`src/cfiu_pkg.sv`:
```
// Purpose: Shared constants and carrier types for the CAN interrupt flag unit.
// Assumes: 32 mailboxes, two interrupt lines, 8-bit error counters.
// Notes: Global mask bits for the system flags sit at the same positions as the flags.
package cfiu_pkg;

    localparam int MBX_COUNT = 32;
    localparam int VEC_W = 5;
    localparam int ERR_CNT_W = 8;

    // Error counter threshold for the warning level flag
    localparam logic [ERR_CNT_W-1:0] WARN_LIMIT = 8'h60;

    // Global flag register field positions
    localparam int FLG_VEC_LSB = 0;
    localparam int FLG_WARN = 8;
    localparam int FLG_EPASS = 9;
    localparam int FLG_BUSOFF = 10;
    localparam int FLG_RXLOST = 11;
    localparam int FLG_WAKE = 12;
    localparam int FLG_WDENY = 13;
    localparam int FLG_ABORT = 14;
    localparam int FLG_MBX = 15;
    localparam int FLG_TSOVF = 16;
    localparam int FLG_MTO = 17;

    // Global mask register bit positions
    localparam int GM_LINE0_EN = 0;
    localparam int GM_LINE1_EN = 1;
    localparam int GM_SYS_LINE = 2;
    localparam int GM_WARN = 8;
    localparam int GM_EPASS = 9;
    localparam int GM_BUSOFF = 10;
    localparam int GM_RXLOST = 11;
    localparam int GM_WAKE = 12;
    localparam int GM_WDENY = 13;
    localparam int GM_ABORT = 14;
    localparam int GM_TSOVF = 16;
    localparam int GM_MTO = 17;

    // Index of each write-one-to-clear system flag in the sticky vector
    localparam int SYS_WARN = 0;
    localparam int SYS_EPASS = 1;
    localparam int SYS_BUSOFF = 2;
    localparam int SYS_WAKE = 3;
    localparam int SYS_WDENY = 4;
    localparam int SYS_TSOVF = 5;
    localparam int SYS_N = 6;

    localparam logic [31:0] FLAGS_RESET = 32'h0000_0000;
    localparam logic [SYS_N-1:0] SYS_RESET = 6'h00;
    localparam logic [MBX_COUNT-1:0] MBX_RESET = 32'h0000_0000;

    // Per-mailbox status bits as kept by the mailbox logic
    typedef struct packed {
        logic [MBX_COUNT-1:0] in_use;
        logic [MBX_COUNT-1:0] tx_ack_bits;
        logic [MBX_COUNT-1:0] rx_pending_bits;
        logic [MBX_COUNT-1:0] timeout_status_bits;
        logic [MBX_COUNT-1:0] abort_ack_bits;
        logic [MBX_COUNT-1:0] rx_lost_bits;
    } cfiu_mbx_stat_t;

    // Protocol engine status
    typedef struct packed {
        logic [ERR_CNT_W-1:0] tx_err_cnt;
        logic [ERR_CNT_W-1:0] rx_err_cnt;
        logic error_passive;
        logic bus_off;
        logic power_down;
        logic write_denied;
        logic timestamp_msb;
    } cfiu_sys_stat_t;

    // Interrupt configuration
    typedef struct packed {
        logic [31:0] global_irq_mask;
        logic [MBX_COUNT-1:0] mailbox_level_select;
        logic [MBX_COUNT-1:0] mailbox_irq_mask;
    } cfiu_cfg_t;

    // Software write to one global flag register
    typedef struct packed {
        logic line0_we;
        logic line1_we;
        logic [31:0] data;
    } cfiu_clr_t;

endpackage

```
`src/cfiu_mbx_scan.sv`:
```
// Purpose: Finds pending mailbox events for one line and the highest such mailbox.
// Assumes: Inputs are stable within a cycle; result is registered by the caller.
// Notes: Purely combinational.
`timescale 1ns/1ps
`default_nettype none
module cfiu_mbx_scan (
    input wire logic [cfiu_pkg::MBX_COUNT-1:0] pending_in,
    output logic any_out,
    output logic [cfiu_pkg::VEC_W-1:0] vector_out
);
    import cfiu_pkg::*;

    // Highest set index wins, so the loop runs upward and overwrites
    function automatic logic [VEC_W-1:0] top_index(input logic [MBX_COUNT-1:0] v);
        logic [VEC_W-1:0] idx;
        idx = '0;
        for (int i = 0; i < MBX_COUNT; i++) begin
            if (v[i]) begin
                idx = VEC_W'(i);
            end
        end
        return idx;
    endfunction

    // Reduction and vector
    always_comb begin
        any_out = |pending_in;
        vector_out = top_index(pending_in);
    end

endmodule // cfiu_mbx_scan
`default_nettype wire

```
`src/cfiu_flag_unit.sv`:
```
// Purpose: Collects CAN system and mailbox events into two global flag words and two lines.
// Assumes: All inputs synchronous to mclk_in; mailbox status bits kept by the mailbox logic.
// Notes: Mailbox-derived flags follow their source bits; system flags are write-one-to-clear.
//
// Function
// - An active line stays up until flags clear; drops only with nothing pending.
// - System flags go to line-1 word when system line select is one.
// - Mailbox event and timeout flags follow that mailbox's line select bit.
// - Warning flag sets when either error counter reaches 96; written one clears.
// - Error-passive and bus-off flags set on entering those states; written one clears.
// - Wake-up flag sets on leaving local power-down; written one clears.
// - Write-denied flag sets on a refused mailbox write; written one clears.
// - Timestamp overflow flag sets on counter MSB rising; written one clears.
// - For these six flags writing one clears, writing zero keeps.
// - Mailbox event flag clears only through transmit-ack or receive-pending bits.
// - Mailbox timeout flag clears when the timeout status bit clears.
// - Abort-acknowledge flag clears when its causing abort-ack bit clears.
// - Receive-lost flag clears when overwritten mailbox's receive-pending bit clears.
// - Mailbox event flag sits in bit 15 of each flag word.
// - While mailbox event set, bits 4-0 show the interrupting mailbox number.
// - Abort-acknowledge flag at bit 14, receive-lost flag at bit 11.
// - A receive-lost event also raises the mailbox event flag.
// - Per-mailbox level bit picks line 0 or line 1 for that mailbox.
// - Mailbox mask gates mailbox events; unused mailboxes raise no event or timeout flag.
// - Line enables at mask bits 1 and 0, receive-lost mask bit 11.
// - With several mailboxes pending, the vector shows the highest-numbered one.
// - A new flag drives a line only if its mask bit is set.
`timescale 1ns/1ps
`default_nettype none
module cfiu_flag_unit (
    input wire logic mclk_in,
    input wire logic sys_rst_in,
    input wire cfiu_pkg::cfiu_cfg_t cfg_in,
    input wire cfiu_pkg::cfiu_mbx_stat_t mbx_in,
    input wire cfiu_pkg::cfiu_sys_stat_t sys_in,
    input wire cfiu_pkg::cfiu_clr_t clr_in,
    output logic [31:0] global_flags_line0_out,
    output logic [31:0] global_flags_line1_out,
    output logic irq_line0_out,
    output logic irq_line1_out
);
    import cfiu_pkg::*;

    // Edge history of level-type sources
    logic warn_lvl_q;
    logic epass_lvl_q;
    logic busoff_lvl_q;
    logic pdown_lvl_q;
    logic tsmsb_lvl_q;
    logic [MBX_COUNT-1:0] abort_prev_q;
    logic [MBX_COUNT-1:0] rxlost_prev_q;

    // Sticky system flags, one vector per line
    logic [SYS_N-1:0] sys0_q;
    logic [SYS_N-1:0] sys0_d;
    logic [SYS_N-1:0] sys1_q;
    logic [SYS_N-1:0] sys1_d;

    // Mailboxes whose abort or overwrite set a flag on each line
    logic [MBX_COUNT-1:0] abort_src0_q;
    logic [MBX_COUNT-1:0] abort_src0_d;
    logic [MBX_COUNT-1:0] abort_src1_q;
    logic [MBX_COUNT-1:0] abort_src1_d;
    logic [MBX_COUNT-1:0] lost_src0_q;
    logic [MBX_COUNT-1:0] lost_src0_d;
    logic [MBX_COUNT-1:0] lost_src1_q;
    logic [MBX_COUNT-1:0] lost_src1_d;

    // Combinational terms
    logic warn_now;
    logic sys_line;
    logic [SYS_N-1:0] sys_set;
    logic [MBX_COUNT-1:0] abort_rise;
    logic [MBX_COUNT-1:0] lost_rise;
    logic [MBX_COUNT-1:0] mbx_live;
    logic [MBX_COUNT-1:0] mbx_evt;
    logic [MBX_COUNT-1:0] mbx_evt0;
    logic [MBX_COUNT-1:0] mbx_evt1;
    logic [MBX_COUNT-1:0] mto0;
    logic [MBX_COUNT-1:0] mto1;
    logic mbx_any0;
    logic mbx_any1;
    logic [VEC_W-1:0] vec0;
    logic [VEC_W-1:0] vec1;
    logic [31:0] flags0_d;
    logic [31:0] flags1_d;
    logic irq0_d;
    logic irq1_d;

    // Assemble one flag word from its parts
    function automatic logic [31:0] pack_flags(
        input logic [SYS_N-1:0] sys,
        input logic mbx_any,
        input logic [VEC_W-1:0] vec,
        input logic abort_any,
        input logic lost_any,
        input logic mto_any
    );
        logic [31:0] w;
        w = FLAGS_RESET;
        w[FLG_WARN] = sys[SYS_WARN];
        w[FLG_EPASS] = sys[SYS_EPASS];
        w[FLG_BUSOFF] = sys[SYS_BUSOFF];
        w[FLG_WAKE] = sys[SYS_WAKE];
        w[FLG_WDENY] = sys[SYS_WDENY];
        w[FLG_TSOVF] = sys[SYS_TSOVF];
        w[FLG_MBX] = mbx_any;
        w[FLG_ABORT] = abort_any;
        w[FLG_RXLOST] = lost_any;
        w[FLG_MTO] = mto_any;
        if (mbx_any) begin
            w[FLG_VEC_LSB +: VEC_W] = vec;
        end
        return w;
    endfunction

    // One line's request: every set flag gated by its mask and the line enable
    function automatic logic line_request(
        input logic [31:0] w,
        input logic [31:0] gm,
        input logic line_en
    );
        logic any;
        any = w[FLG_MBX]; // mailbox mask already applied per mailbox
        any = any | (w[FLG_WARN] & gm[GM_WARN]);
        any = any | (w[FLG_EPASS] & gm[GM_EPASS]);
        any = any | (w[FLG_BUSOFF] & gm[GM_BUSOFF]);
        any = any | (w[FLG_WAKE] & gm[GM_WAKE]);
        any = any | (w[FLG_WDENY] & gm[GM_WDENY]);
        any = any | (w[FLG_TSOVF] & gm[GM_TSOVF]);
        any = any | (w[FLG_ABORT] & gm[GM_ABORT]);
        any = any | (w[FLG_RXLOST] & gm[GM_RXLOST]);
        any = any | (w[FLG_MTO] & gm[GM_MTO]);
        return any & line_en;
    endfunction

    // Event detection on the system sources
    always_comb begin
        warn_now = (sys_in.tx_err_cnt >= WARN_LIMIT) || (sys_in.rx_err_cnt >= WARN_LIMIT);
        sys_line = cfg_in.global_irq_mask[GM_SYS_LINE];
        sys_set = SYS_RESET;
        sys_set[SYS_WARN] = warn_now & ~warn_lvl_q;
        sys_set[SYS_EPASS] = sys_in.error_passive & ~epass_lvl_q;
        sys_set[SYS_BUSOFF] = sys_in.bus_off & ~busoff_lvl_q;
        sys_set[SYS_WAKE] = ~sys_in.power_down & pdown_lvl_q;
        sys_set[SYS_WDENY] = sys_in.write_denied;
        sys_set[SYS_TSOVF] = sys_in.timestamp_msb & ~tsmsb_lvl_q;
    end

    // Sticky system flags: set beats a simultaneous write-one clear
    always_comb begin
        sys0_d = sys0_q;
        sys1_d = sys1_q;
        if (clr_in.line0_we) begin
            sys0_d = sys0_d & ~{clr_in.data[FLG_TSOVF], clr_in.data[FLG_WDENY],
                clr_in.data[FLG_WAKE], clr_in.data[FLG_BUSOFF],
                clr_in.data[FLG_EPASS], clr_in.data[FLG_WARN]};
        end
        if (clr_in.line1_we) begin
            sys1_d = sys1_d & ~{clr_in.data[FLG_TSOVF], clr_in.data[FLG_WDENY],
                clr_in.data[FLG_WAKE], clr_in.data[FLG_BUSOFF],
                clr_in.data[FLG_EPASS], clr_in.data[FLG_WARN]};
        end
        if (sys_line) begin
            sys1_d = sys1_d | sys_set;
        end else begin
            sys0_d = sys0_d | sys_set;
        end
    end

    // Abort and overwrite sources; flags fall with their mailbox bits, not with writes
    always_comb begin
        abort_rise = mbx_in.abort_ack_bits & ~abort_prev_q;
        lost_rise = mbx_in.rx_lost_bits & ~rxlost_prev_q;
        abort_src0_d = abort_src0_q & mbx_in.abort_ack_bits;
        abort_src1_d = abort_src1_q & mbx_in.abort_ack_bits;
        lost_src0_d = lost_src0_q & mbx_in.rx_pending_bits;
        lost_src1_d = lost_src1_q & mbx_in.rx_pending_bits;
        if (sys_line) begin
            abort_src1_d = abort_src1_d | abort_rise;
            lost_src1_d = lost_src1_d | (lost_rise & mbx_in.rx_pending_bits);
        end else begin
            abort_src0_d = abort_src0_d | abort_rise;
            lost_src0_d = lost_src0_d | (lost_rise & mbx_in.rx_pending_bits);
        end
    end

    // Mailbox events follow the status bits directly, split by level select
    always_comb begin
        mbx_live = mbx_in.in_use & cfg_in.mailbox_irq_mask;
        // Overwritten mailbox keeps receive-pending set, so it shows here too
        mbx_evt = (mbx_in.tx_ack_bits | mbx_in.rx_pending_bits) & mbx_live;
        mbx_evt0 = mbx_evt & ~cfg_in.mailbox_level_select;
        mbx_evt1 = mbx_evt & cfg_in.mailbox_level_select;
        mto0 = mbx_in.timeout_status_bits & mbx_in.in_use & ~cfg_in.mailbox_level_select;
        mto1 = mbx_in.timeout_status_bits & mbx_in.in_use & cfg_in.mailbox_level_select;
    end

    // Highest pending mailbox per line
    cfiu_mbx_scan u_scan0 (
        .pending_in(mbx_evt0),
        .any_out(mbx_any0),
        .vector_out(vec0)
    );

    cfiu_mbx_scan u_scan1 (
        .pending_in(mbx_evt1),
        .any_out(mbx_any1),
        .vector_out(vec1)
    );

    // Next flag words and line requests
    always_comb begin
        flags0_d = pack_flags(sys0_d, mbx_any0, vec0, |abort_src0_d, |lost_src0_d, |mto0);
        flags1_d = pack_flags(sys1_d, mbx_any1, vec1, |abort_src1_d, |lost_src1_d, |mto1);
        irq0_d = line_request(flags0_d, cfg_in.global_irq_mask,
            cfg_in.global_irq_mask[GM_LINE0_EN]);
        irq1_d = line_request(flags1_d, cfg_in.global_irq_mask,
            cfg_in.global_irq_mask[GM_LINE1_EN]);
    end

    // Source history for edge detection
    always_ff @(posedge mclk_in) begin
        if (sys_rst_in) begin
            warn_lvl_q <= 1'b0;
            epass_lvl_q <= 1'b0;
            busoff_lvl_q <= 1'b0;
            pdown_lvl_q <= 1'b0;
            tsmsb_lvl_q <= 1'b0;
            abort_prev_q <= MBX_RESET;
            rxlost_prev_q <= MBX_RESET;
        end else begin
            warn_lvl_q <= warn_now;
            epass_lvl_q <= sys_in.error_passive;
            busoff_lvl_q <= sys_in.bus_off;
            pdown_lvl_q <= sys_in.power_down;
            tsmsb_lvl_q <= sys_in.timestamp_msb;
            abort_prev_q <= mbx_in.abort_ack_bits;
            rxlost_prev_q <= mbx_in.rx_lost_bits;
        end
    end

    // Sticky system flag state
    always_ff @(posedge mclk_in) begin
        if (sys_rst_in) begin
            sys0_q <= SYS_RESET;
            sys1_q <= SYS_RESET;
        end else begin
            sys0_q <= sys0_d;
            sys1_q <= sys1_d;
        end
    end

    // Abort and overwrite source state
    always_ff @(posedge mclk_in) begin
        if (sys_rst_in) begin
            abort_src0_q <= MBX_RESET;
            abort_src1_q <= MBX_RESET;
            lost_src0_q <= MBX_RESET;
            lost_src1_q <= MBX_RESET;
        end else begin
            abort_src0_q <= abort_src0_d;
            abort_src1_q <= abort_src1_d;
            lost_src0_q <= lost_src0_d;
            lost_src1_q <= lost_src1_d;
        end
    end

    // Registered outputs; line holds while anything unmasked stays pending
    always_ff @(posedge mclk_in) begin
        if (sys_rst_in) begin
            global_flags_line0_out <= FLAGS_RESET;
            global_flags_line1_out <= FLAGS_RESET;
            irq_line0_out <= 1'b0;
            irq_line1_out <= 1'b0;
        end else begin
            global_flags_line0_out <= flags0_d;
            global_flags_line1_out <= flags1_d;
            irq_line0_out <= irq0_d;
            irq_line1_out <= irq1_d;
        end
    end

endmodule // cfiu_flag_unit
`default_nettype wire

```
`config.mk`:
```
export PLATFORM = sky130hd
export DESIGN_NAME = cfiu_flag_unit
export DESIGN_NICKNAME = d
export VERILOG_FILES = /design/src/cfiu_pkg.sv /design/src/cfiu_mbx_scan.sv /design/src/cfiu_flag_unit.sv
export SDC_FILE = /design/constraint.sdc
export NUM_CORES = 1
export LEC_CHECK = 0
export BUFFER_PORTS_ARGS = -buffer_cell sky130_fd_sc_hd__buf_2
export CORE_AREA = 2 2 165 167
export CTS_BUF_LIST = sky130_fd_sc_hd__clkbuf_4
export DETAILED_ROUTE_END_ITERATION = 6
export DIE_AREA = 0 0 167 169
export GPL_TIMING_DRIVEN = 0
export PLACE_DENSITY = 0.71
export SYNTH_ARGS = -nofsm -noshare
export SYNTH_HDL_FRONTEND = slang
export SYNTH_SLANG_ARGS = --single-unit
```
`constraint.sdc`:
```
create_clock -name mclk_in -period 2.4 [get_ports mclk_in]
set_clock_uncertainty 0.15 [all_clocks]
set_input_delay 0.48 -clock mclk_in [delete_from_list [all_inputs] [get_ports mclk_in]]
set_output_delay 0.48 -clock mclk_in [all_outputs]
set_load 0.02 [all_outputs]
```
==> results of run 1 <==
routing by layer:
metal / share of wire / vias to the layer above
met1: 0.36 / 5546
met5: 0 / -
met2: 0.49 / 696
met4: 0.063 / 0
met3: 0.081 / 153
li1: - / 5435
area by class of cell:
class | count | area [um^2] | area share
Antenna cell | 2 | 5.00 | 0.000344
Buffer | 66 | 439 | 0.0302
Clock buffer | 87 | 653 | 0.0449
Clock inverter | 9 | 51.3 | 0.00353
Inverter | 40 | 150 | 0.0103
Multi-Input combinational cell | 879 | 5390 | 0.371
Sequential cell | 229 | 4580 | 0.315
Tap cell | 341 | 427 | 0.0294
Timing Repair Buffer | 443 | 2830 | 0.195
worst paths after layout:
| path | endpoint | slack [ps] |
|---|---|---|
| setup / recovery | irq_line0_out$_SDFF_PP0_ | 8 |
| hold / removal | lost_src1_q[9]$_SDFF_PP0_ | 20 |
| setup reg to reg | irq_line1_out$_SDFF_PP0_ | 50 |
| hold reg to reg | abort_src1_q[17]$_SDFF_PP0_ | 310 |
worst reg2reg max path, delay by kind of cell, from the launching register on:
kind               cells  cell delay, ps
AOI/OAI and AO/OA      4             860
DFF                    1             320
and+or+nand+nor        2             870
stage by stage:
stage	cell area (um^2)	instances
floorplan	10500	1214
global route	14500	2096
detailed placement	12500	1875
CTS	14500	2093
finish	14500	2096
global placement	12500	1875
repair_timing:
| action | 4_1_cts | 5_1_grt |
|---|---|---|
| endpoints found under the setup margin | 2 | 6 |
| hold buffers | 122 | 1 |
| endpoints found under the hold margin | 182 | 1 |
| resized for setup | 2 | 8 |
| pin swaps | 1 | 4 |
cell usage after synthesis, drive strengths merged, types with 3 or more instances:
library cell	count	area, um^2
clkbuf	14	52.6
o21ai	81	405
and3b	17	149
nor3b	32	240
nor3	9	45.0
o22ai	27	169
nand4	29	181
o2111a	5	56.3
o31ai	5	37.5
a211oi	5	37.5
a22oi	24	180
and4	5	43.8
a21boi	5	37.5
nor4	14	93.8
o21bai	33	248
nand3b	17	128
a32oi	4	35.0
and3	8	50.1
nor2b	89	557
nor2	115	432
buf	52	387
nand2	60	225
nand3	34	170
o2111ai	46	403
o31a	3	26.3
or2	6	37.5
a31oi	14	87.6
a22o	4	35.0
o21a	26	195
dfxtp	229	4580
or4	6	45.0
inv	40	150
a21oi	29	145
o211ai	34	260
and2	30	188
a32o	3	30.0
power groups by stage:
stage                     Sequential [uW]  Clock [uW]  Combinational (uW)
after floorplan                      4180           0                 768
after global placement               4140           0                1570
after detailed placement             4140           0                1580
after CTS                            4060        3290                1760
after global routing                 4080        3500                1940
final                                4060        3270                1820
state kept, by name (all words and copies together), names as in the netlist, 10 cells and up:
register / cells
global_flags_line0_out: 10
abort_src1_q: 32
rxlost_prev_q: 32
lost_src0_q: 32
lost_src1_q: 32
global_flags_line1_out: 10
abort_src0_q: 32
abort_prev_q: 32
kinds of logic (layout without fill, tap and decap cells):
logic type,count (synthesis),after routing,synth area share
DFF,229,229,0.441
and+or+nand+nor,474,474,0.251
AOI/OAI and AO/OA,371,371,0.250
buffers and inverters,106,645,0.0567
other,1,36,0.000361
==> flow_summary.yaml, run 1 <==
status:
  outcome: "complete, no violations"
logic_synthesis:
  ys_warn_count: 0
  synthCells: 1181
  syn_area_per_cell_um2: 8.79
  syn_area_um2: 10400
  synthArstFlopShare: 0
  synth_edf_count: 0
  synth-seq-cells: 229
  synth_ff_type: "dfxtp_1"
  synth-seq-area-share: 0.441
  ys_types: 64
critical_path:
  rr_startpoint: "lost_src1_q[1]$_SDFF_PP0_"
  cp_num_cells: 7
  end_kind: "flip-flop"
  critPathSlowestCell: "or4_1"
  worstSetupPathType: "primary input to flip-flop"
  startpoint_type: "primary input"
  arrival_ps: 2860
  cp-startpoint: "cfg_in[58]"
  worst-path-buf-inv: 2
  critPathMaxStageDelay_ps: 600
  path_cells: "dlygate4sd3_1 > buf_2 > o22ai_1 > or4_1 > o31ai_1 > o2111ai_1 > o211a_1"
  critPathTopFamily: "compound AO/OA/AOI/OAI gates"
  cp.required_ps: 2870
  path_max_fanout: 5
  reg2regPathDepth: 6
clock_tree:
  htree_levels: 2
  clkLatencyLatePin_ps: 740
  cts_tree: "done"
  clockBufferDepth: 3
  path_clk_slew_ps: 70
  cts_buffers: 59
  cts_root_buf: "clkbuf_4"
  clock_sinks: 229
  post_cts_buffers: 0
timing:
  worst_slew_pin_slew_ps: 924
  rsz0062_at_grt: "no"
  holdWs_ps: 20.0
  min_period_ps: 2390
  fin_setup_tns_ps: 0
  max_freq_mhz: 418
  hold_viol_final: 0
  setup_viol: 0
  relSlewSlack: 0.384
  timing.final.ws_setup_ps: 8.36
  slew_viol_final: 0
  period_share: 0.997
place:
  io_buffers: 320
  routabilityCongestion: 1.01
  dpl.hpwl_mm: 35.8
  post-place-ws_ps: -690
power_and_ir_drop:
  p_leak_uw: 0.00639
  p_sw_uw: 2750
  p_sw_frac: 0.300
  pwr-share-clk: 0.357
  pwr-share-comb: 0.199
  power_uw: 9150
  irDropWorstVdd_uv: 501
  p_seq_frac: 0.444
  p_int_uw: 6400
  p_per_area_nw_per_um2: 629
global_routing:
  met1_usage: 0.346
  grt_pass1_wl_mm: 67.3
  antenna_found_initial: 2
  grt_overflow_total: 0
  use_met3: 0.0587
  grt.total_usage: 0.316
  grt_max_degree: 19
  busiest_layer: "met2"
  grtUsageMet2: 0.564
  grt_pass1_vias: 11602
hold_path:
  min-delay-start: "mbx_in[105]"
  hold_path.class: "primary input to flip-flop"
  holdPathStages: 3
final_layout:
  syn2layout_area_growth_pct: 39.9
  fin_nets: 2063
  final_cell_mix: "buf_2, dfxtp_1, dlygate4sd3_1"
  final_common_cell: "buf_2"
  final.fill_count: 2506
  fin_util: 0.548
  drive_above_1_share: 0.273
drt:
  drt-initial-drc-count: 849
  avgRoutedWirePerCell_um: 22.1
  drt_first_pass_iters: 6
  postRouteAntennaNets: 0
  wl_mm: 46.4
  viasPerCell: 5.64
  drc: 0
  vias: 11830
floorplanning:
  pin_count: 411
  die_x_um: 167
  num_rows: 60
  die-area_um2: 28200
  start_util: 0.392
  fp.dieH_um: 169
  core_um2: 26500
flow_run:
  drv_cap: 0
Note: power is estimated with default switching activity, not from simulation.
==> run 2, diff against run 1 <==
Settings changed: GPL_TIMING_DRIVEN 0 to default.
==> run 2 against run 1 <==
Compared with the run above:
- non-clock buffer count grew 68
- clock power barely moved
- global-route usage is 1.5 points lower
- routed wire length decreased by 5.3%
- maximum frequency up 1.5%
- sequential power about the same
- sequential share of layout area down 1.2 points
- critical endpoint is now global_flags_line0_out[0]$_SDFF_PP0_
- largest power group unchanged
==> flow_summary.yaml, run 2 (synthesized netlist as in run 1, its figures left out) <==
power_and_ir_drop:
  irDropWorstVdd_uv: 509
  p_per_area_nw_per_um2: 609
  p_seq_frac: 0.441
  p_leak_uw: 0.00679
  p_sw_uw: 2770
  pwr-share-clk: 0.352
  power_uw: 9220
  p_sw_frac: 0.300
  pwr-share-comb: 0.207
  p_int_uw: 6450
critical_path:
  path_cells: "dlygate4sd3_1 > buf_2 > o211ai_1 > o22ai_1 > nor4_2 > buf_4 > a41oi_1 > nand2_1 > o31ai_1"
  critPathSlowestCell: "dlygate4sd3_1"
  critPathMaxStageDelay_ps: 540
  worstSetupPathType: "primary input to flip-flop"
  critPathTopFamily: "compound AO/OA/AOI/OAI gates"
  path_max_fanout: 4
  rrSetupSlack_ps: 80
  worst-path-buf-inv: 3
  arrival_ps: 2790
  cp.required_ps: 2830
  reg2reg_to: "irq_line1_out$_SDFF_PP0_"
  startpoint_type: "primary input"
  rr_startpoint: "lost_src1_q[1]$_SDFF_PP0_"
  reg2regPathDepth: 7
  end_kind: "flip-flop"
drt:
  drt-initial-drc-count: 715
  viasPerCell: 5.47
  avgRoutedWirePerCell_um: 20.2
  vias: 11894
  drc: 0
  wl_mm: 43.9
  postRouteAntennaNets: 0
  drt_first_pass_iters: 7
global_routing:
  antenna_found_initial: 6
  grt_pass1_vias: 11925
  grt.total_usage: 0.301
  grt_overflow_total: 0
  grt_max_degree: 64
  grt_pass1_wl_mm: 65.4
final_layout:
  final.fill_count: 2405
  drive_above_1_share: 0.317
  final_common_cell: "buf_2"
  final_cell_mix: "buf_2, dfxtp_1, buf_4"
  fin_area_um2: 15100
  syn2layout_area_growth_pct: 45.6
  fin_nets: 2132
  fin_util: 0.571
place:
  routabilityCongestion: 1.02
  post-place-ws_ps: -320
  io_buffers: 320
  dpl.hpwl_mm: 34.5
  placed_area_um2: 13300
floorplanning:
  die_x_um: 167
  core_um2: 26500
  fp.dieH_um: 169
  start_util: 0.392
  pin_count: 411
  die-area_um2: 28200
  num_rows: 60
clock_tree:
  cts_root_buf: "clkbuf_4"
  path_clk_slew_ps: 70
  post_cts_buffers: 0
  cts_tree: "done"
  clkLatencyLatePin_ps: 750
  htree_levels: 2
  cts_buffers: 60
  clock_sinks: 229
  clockBufferDepth: 3
timing:
  timing.final.ws_setup_ps: 43.5
  fin_setup_tns_ps: 0
  max_freq_mhz: 424
  setup_viol: 0
  min_period_ps: 2360
  period_share: 0.982
  slew_viol_final: 0
  hold_viol_final: 0
  rsz0062_at_grt: "yes"
hold_path:
  min-delay-start: "clr_in[13]"
  holdPathStages: 4
  hold_end: "sys1_q[4]$_SDFF_PP0_"
  hold_path.class: "primary input to flip-flop"
flow_run:
  drv_cap: 0
status:
  outcome: "complete, no violations"
## run 2: worst max-delay path by stage
stage / startpoint / endpoint / slack (ps) / cells after the start
2_1_floorplan: cfg_in[66] / irq_line1_out$_SDFF_PP0_ / 270 / 7
3_3_place_gp: mbx_in[127] / irq_line1_out$_SDFF_PP0_ / -370 / 8
3_5_place_dp: cfg_in[66] / irq_line1_out$_SDFF_PP0_ / -320 / 7
4_1_cts: lost_src1_q[1]$_SDFF_PP0_ / irq_line1_out$_SDFF_PP0_ / 1 / 7
5_1_grt: lost_src1_q[1]$_SDFF_PP0_ / irq_line1_out$_SDFF_PP0_ / -10 / 7
6_report: mbx_in[116] / global_flags_line0_out[0]$_SDFF_PP0_ / 40 / 9
## run 2: tightest hold or removal path, cell delays in order
cell and delay [ps]:
buf_2 110, nand2_1 50, a22o_1 140, and2_1 120
## run 2: what timing repair did
item                                   4_1_cts  5_1_grt
hold buffers                               100        0
setup endpoints to repair                    2        5
pin swaps                                    0        1
gates resized for setup                      2        5
endpoints found under the hold margin      149        0
## run 2: layer usage
| metal | GRT usage | part of all wire | wire length, um | up-vias |
|---|---|---|---|---|
| li1 | - | - | - | 5588 |
| met1 | 0.324 | 0.36 | 16000 | 5548 |
| met2 | 0.545 | 0.50 | 22100 | 606 |
| met3 | 0.0622 | 0.074 | 3250 | 146 |
| met4 | 0.178 | 0.058 | 2550 | 6 |
| met5 | 0 | 0.0011 | 48 | - |
## run 2: final cells by class
class | instances | area (um^2) | area share
diodes | 3 | 7.51 | 0.000497
repair buffers | 577 | 3850 | 0.255
inverters | 40 | 150 | 0.00993
multi-input cells | 879 | 5370 | 0.355
clock buffers | 82 | 616 | 0.0407
clock inverters | 24 | 113 | 0.00745
flip-flops and latches | 229 | 4590 | 0.303
well taps | 341 | 427 | 0.0282
## run 2: stage by stage
step,std cells,hold WS [ps]
2_1_floorplan,1214,285
3_3_place_gp,1966,291
3_5_place_dp,1966,298
4_1_cts,2172,15.3
5_1_grt,2175,37.8
6_report,2175,57.3
## run 2: power by group through the flow
stage	Combinational (uW)	Sequential [uW]	Clock, uW
final	1900	4060	3250
after global routing	2040	4080	3530
after CTS	1860	4060	3300
after detailed placement	1710	4140	0
after global placement	1700	4140	0
after floorplan	768	4180	0
==> run 3, diff against run 2 <==
Settings changed: CTS_BUF_LIST sky130_fd_sc_hd__clkbuf_4 to default.
==> run 3 against run 2 <==
Compared with the run above:
- final area shrank 5.4%
- combinational power down 8%
- via count decreased by 7.1%
- non-clock buffer count is 99 lower
- worst setup slack improved by 49 ps
- sequential power is essentially flat
- worst hold slack worse by 44 ps
- clock-buffer cell count is 44 lower
- register-to-register slack about the same
- critical path type is now flip-flop to flip-flop
- critical endpoint is now irq_line1_out$_SDFF_PP0_
==> flow_summary.yaml, run 3 (synthesized netlist as in run 1, its figures left out) <==
status:
  outcome: "complete, no violations"
clock_tree:
  post_cts_buffers: 0
  clkLatencyLatePin_ps: 550
  cts_root_buf: "clkbuf_16"
  clockBufferDepth: 3
  cts_buffers: 26
  path_clk_slew_ps: 60
  htree_levels: 1
  cts_tree: "done"
  clock_sinks: 229
floorplanning:
  num_rows: 60
  start_util: 0.392
  core_um2: 26500
  fp.dieH_um: 169
  pin_count: 411
  die_x_um: 167
  die-area_um2: 28200
drt:
  vias: 11053
  drc: 0
  wl_met1_mm: 15.6
  highest_layer: "met5"
  route.met2.wl_mm: 20.4
  viasPerCell: 5.46
  drt-initial-drc-count: 777
  drt_first_pass_iters: 5
  wl_met3_mm: 3.05
  wl_mm: 41.7
  postRouteAntennaNets: 0
  avgRoutedWirePerCell_um: 20.6
global_routing:
  grt_pass1_wl_mm: 61.6
  grt_max_degree: 64
  grt_overflow_total: 0
  grt_pass1_vias: 10964
  antenna_found_initial: 14
  grt.total_usage: 0.284
critical_path:
  startpoint_type: "flip-flop"
  cp.required_ps: 2650
  critPathMaxStageDelay_ps: 610
  reg2reg_to: "irq_line1_out$_SDFF_PP0_"
  worstSetupPathType: "flip-flop to flip-flop"
  rr_startpoint: "lost_src1_q[1]$_SDFF_PP0_"
  end_kind: "flip-flop"
  critPathSlowestCell: "or4_4"
  reg2regPathDepth: 7
  path_cells: "a22o_1 > a221oi_2 > buf_4 > nand4_1 > or4_4 > o41ai_2 > a311oi_1"
  rrSetupSlack_ps: 90
  cp-startpoint: "lost_src1_q[1]$_SDFF_PP0_"
  path_max_fanout: 2
  arrival_ps: 2560
  setup.worst_path.end: "irq_line1_out$_SDFF_PP0_"
hold_path:
  hold_path.class: "primary input to flip-flop"
  holdPathStages: 2
timing:
  rsz0062_at_grt: "no"
  relSlewSlack: 0.649
  period_share: 0.962
  worst_slew_pin_slew_ps: 521
  setup_viol: 0
  slew_viol_final: 0
  holdWs_ps: 13.7
  max_freq_mhz: 433
  fin_setup_tns_ps: 0
  hold_viol_final: 0
  min_period_ps: 2310
place:
  placed_area_um2: 13300
  dpl.hpwl_mm: 34.5
  routabilityCongestion: 1.02
  io_buffers: 320
power_and_ir_drop:
  power_uw: 9960
  p_leak_uw: 0.00638
  p_per_area_nw_per_um2: 696
  irDropWorstVdd_uv: 567
final_layout:
  drive_above_1_share: 0.318
  syn2layout_area_growth_pct: 37.7
  final_common_cell: "buf_2"
  fin_area_um2: 14300
  final.fill_count: 2527
  fin_nets: 1999
  final_cell_mix: "buf_2, dfxtp_1, buf_4"
flow_run:
  drv_cap: 0
-- run 3: cell types whose count changed in the layout (fill, tap and decap cells not counted), moves of 3 or more --
| cell | change |
|---|---|
| bufinv_16 | +3 |
| clkinv_1 | -20 |
| dlygate4sd3_1 | -99 |
| clkbuf_8 | +6 |
| clkbuf_1 | +6 |
| clkbuf_4 | -82 |
| nor4_1 | +3 |
| diode_2 | +6 |
| clkbuf_16 | +26 |
| nor4_2 | -3 |
-- run 3: cell type report --
type                            instances  area (um^2)  area share
Antenna cell                            9         22.5     0.00157
Clock buffer                           38          756      0.0528
Clock inverter                          9          154      0.0108
Inverter                               40          150      0.0105
Multi-Input combinational cell        879         5350       0.374
Sequential cell                       229         4580       0.320
Tap cell                              341          427      0.0298
Timing Repair Buffer                  478         2860       0.200
-- run 3: routing by layer --
metal | global-route usage | vias up
li1 | - | 5293
met1 | 0.317 | 5148
met2 | 0.502 | 478
met3 | 0.0589 | 124
met4 | 0.165 | 10
met5 | 0 | -
-- run 3: worst min-delay path by stage --
stage | startpoint | endpoint
finish | mbx_in[23] | rxlost_prev_q[23]$_SDFF_PP0_
global route | mbx_in[26] | rxlost_prev_q[26]$_SDFF_PP0_
CTS | mbx_in[23] | rxlost_prev_q[23]$_SDFF_PP0_
detailed placement | abort_src1_q[20]$_SDFF_PP0_ | abort_src1_q[20]$_SDFF_PP0_
global placement | abort_src1_q[13]$_SDFF_PP0_ | abort_src1_q[13]$_SDFF_PP0_
floorplan | abort_src1_q[0]$_SDFF_PP0_ | abort_src1_q[0]$_SDFF_PP0_
-- run 3: per-stage QoR --
step | instances | utilization | setup WS (ps)
after floorplan | 1214 | - | 267
after global placement | 1966 | 0.504 | -370
after detailed placement | 1966 | 0.504 | -320
after CTS | 2014 | 0.539 | 41.2
after global routing | 2021 | 0.540 | 1.31
final | 2023 | 0.540 | 92.0
-- run 3: worst max-delay path: cells and delay by family (launching register included) --
kind,cells,cell delay [ps]
AO/OA/AOI/OAI,4,790
buffers and inverters,1,150
flip-flops,1,310
AND/OR/NAND/NOR,2,780
-- run 3: report_power, final --
part | internal (uW) | total, uW | switching (uW)
Clock | 2520 | 4140 | 1620
Combinational | 756 | 1750 | 993
Sequential | 3990 | 4070 | 72.6
Total | 7270 | 9960 | 2690
-- run 3: timing repair --
item,CTS,global route
hold endpoints to repair,1,0
hold buffers,1,0
resized for setup,2,1
endpoints found under the setup margin,1,1
pin swaps,0,0
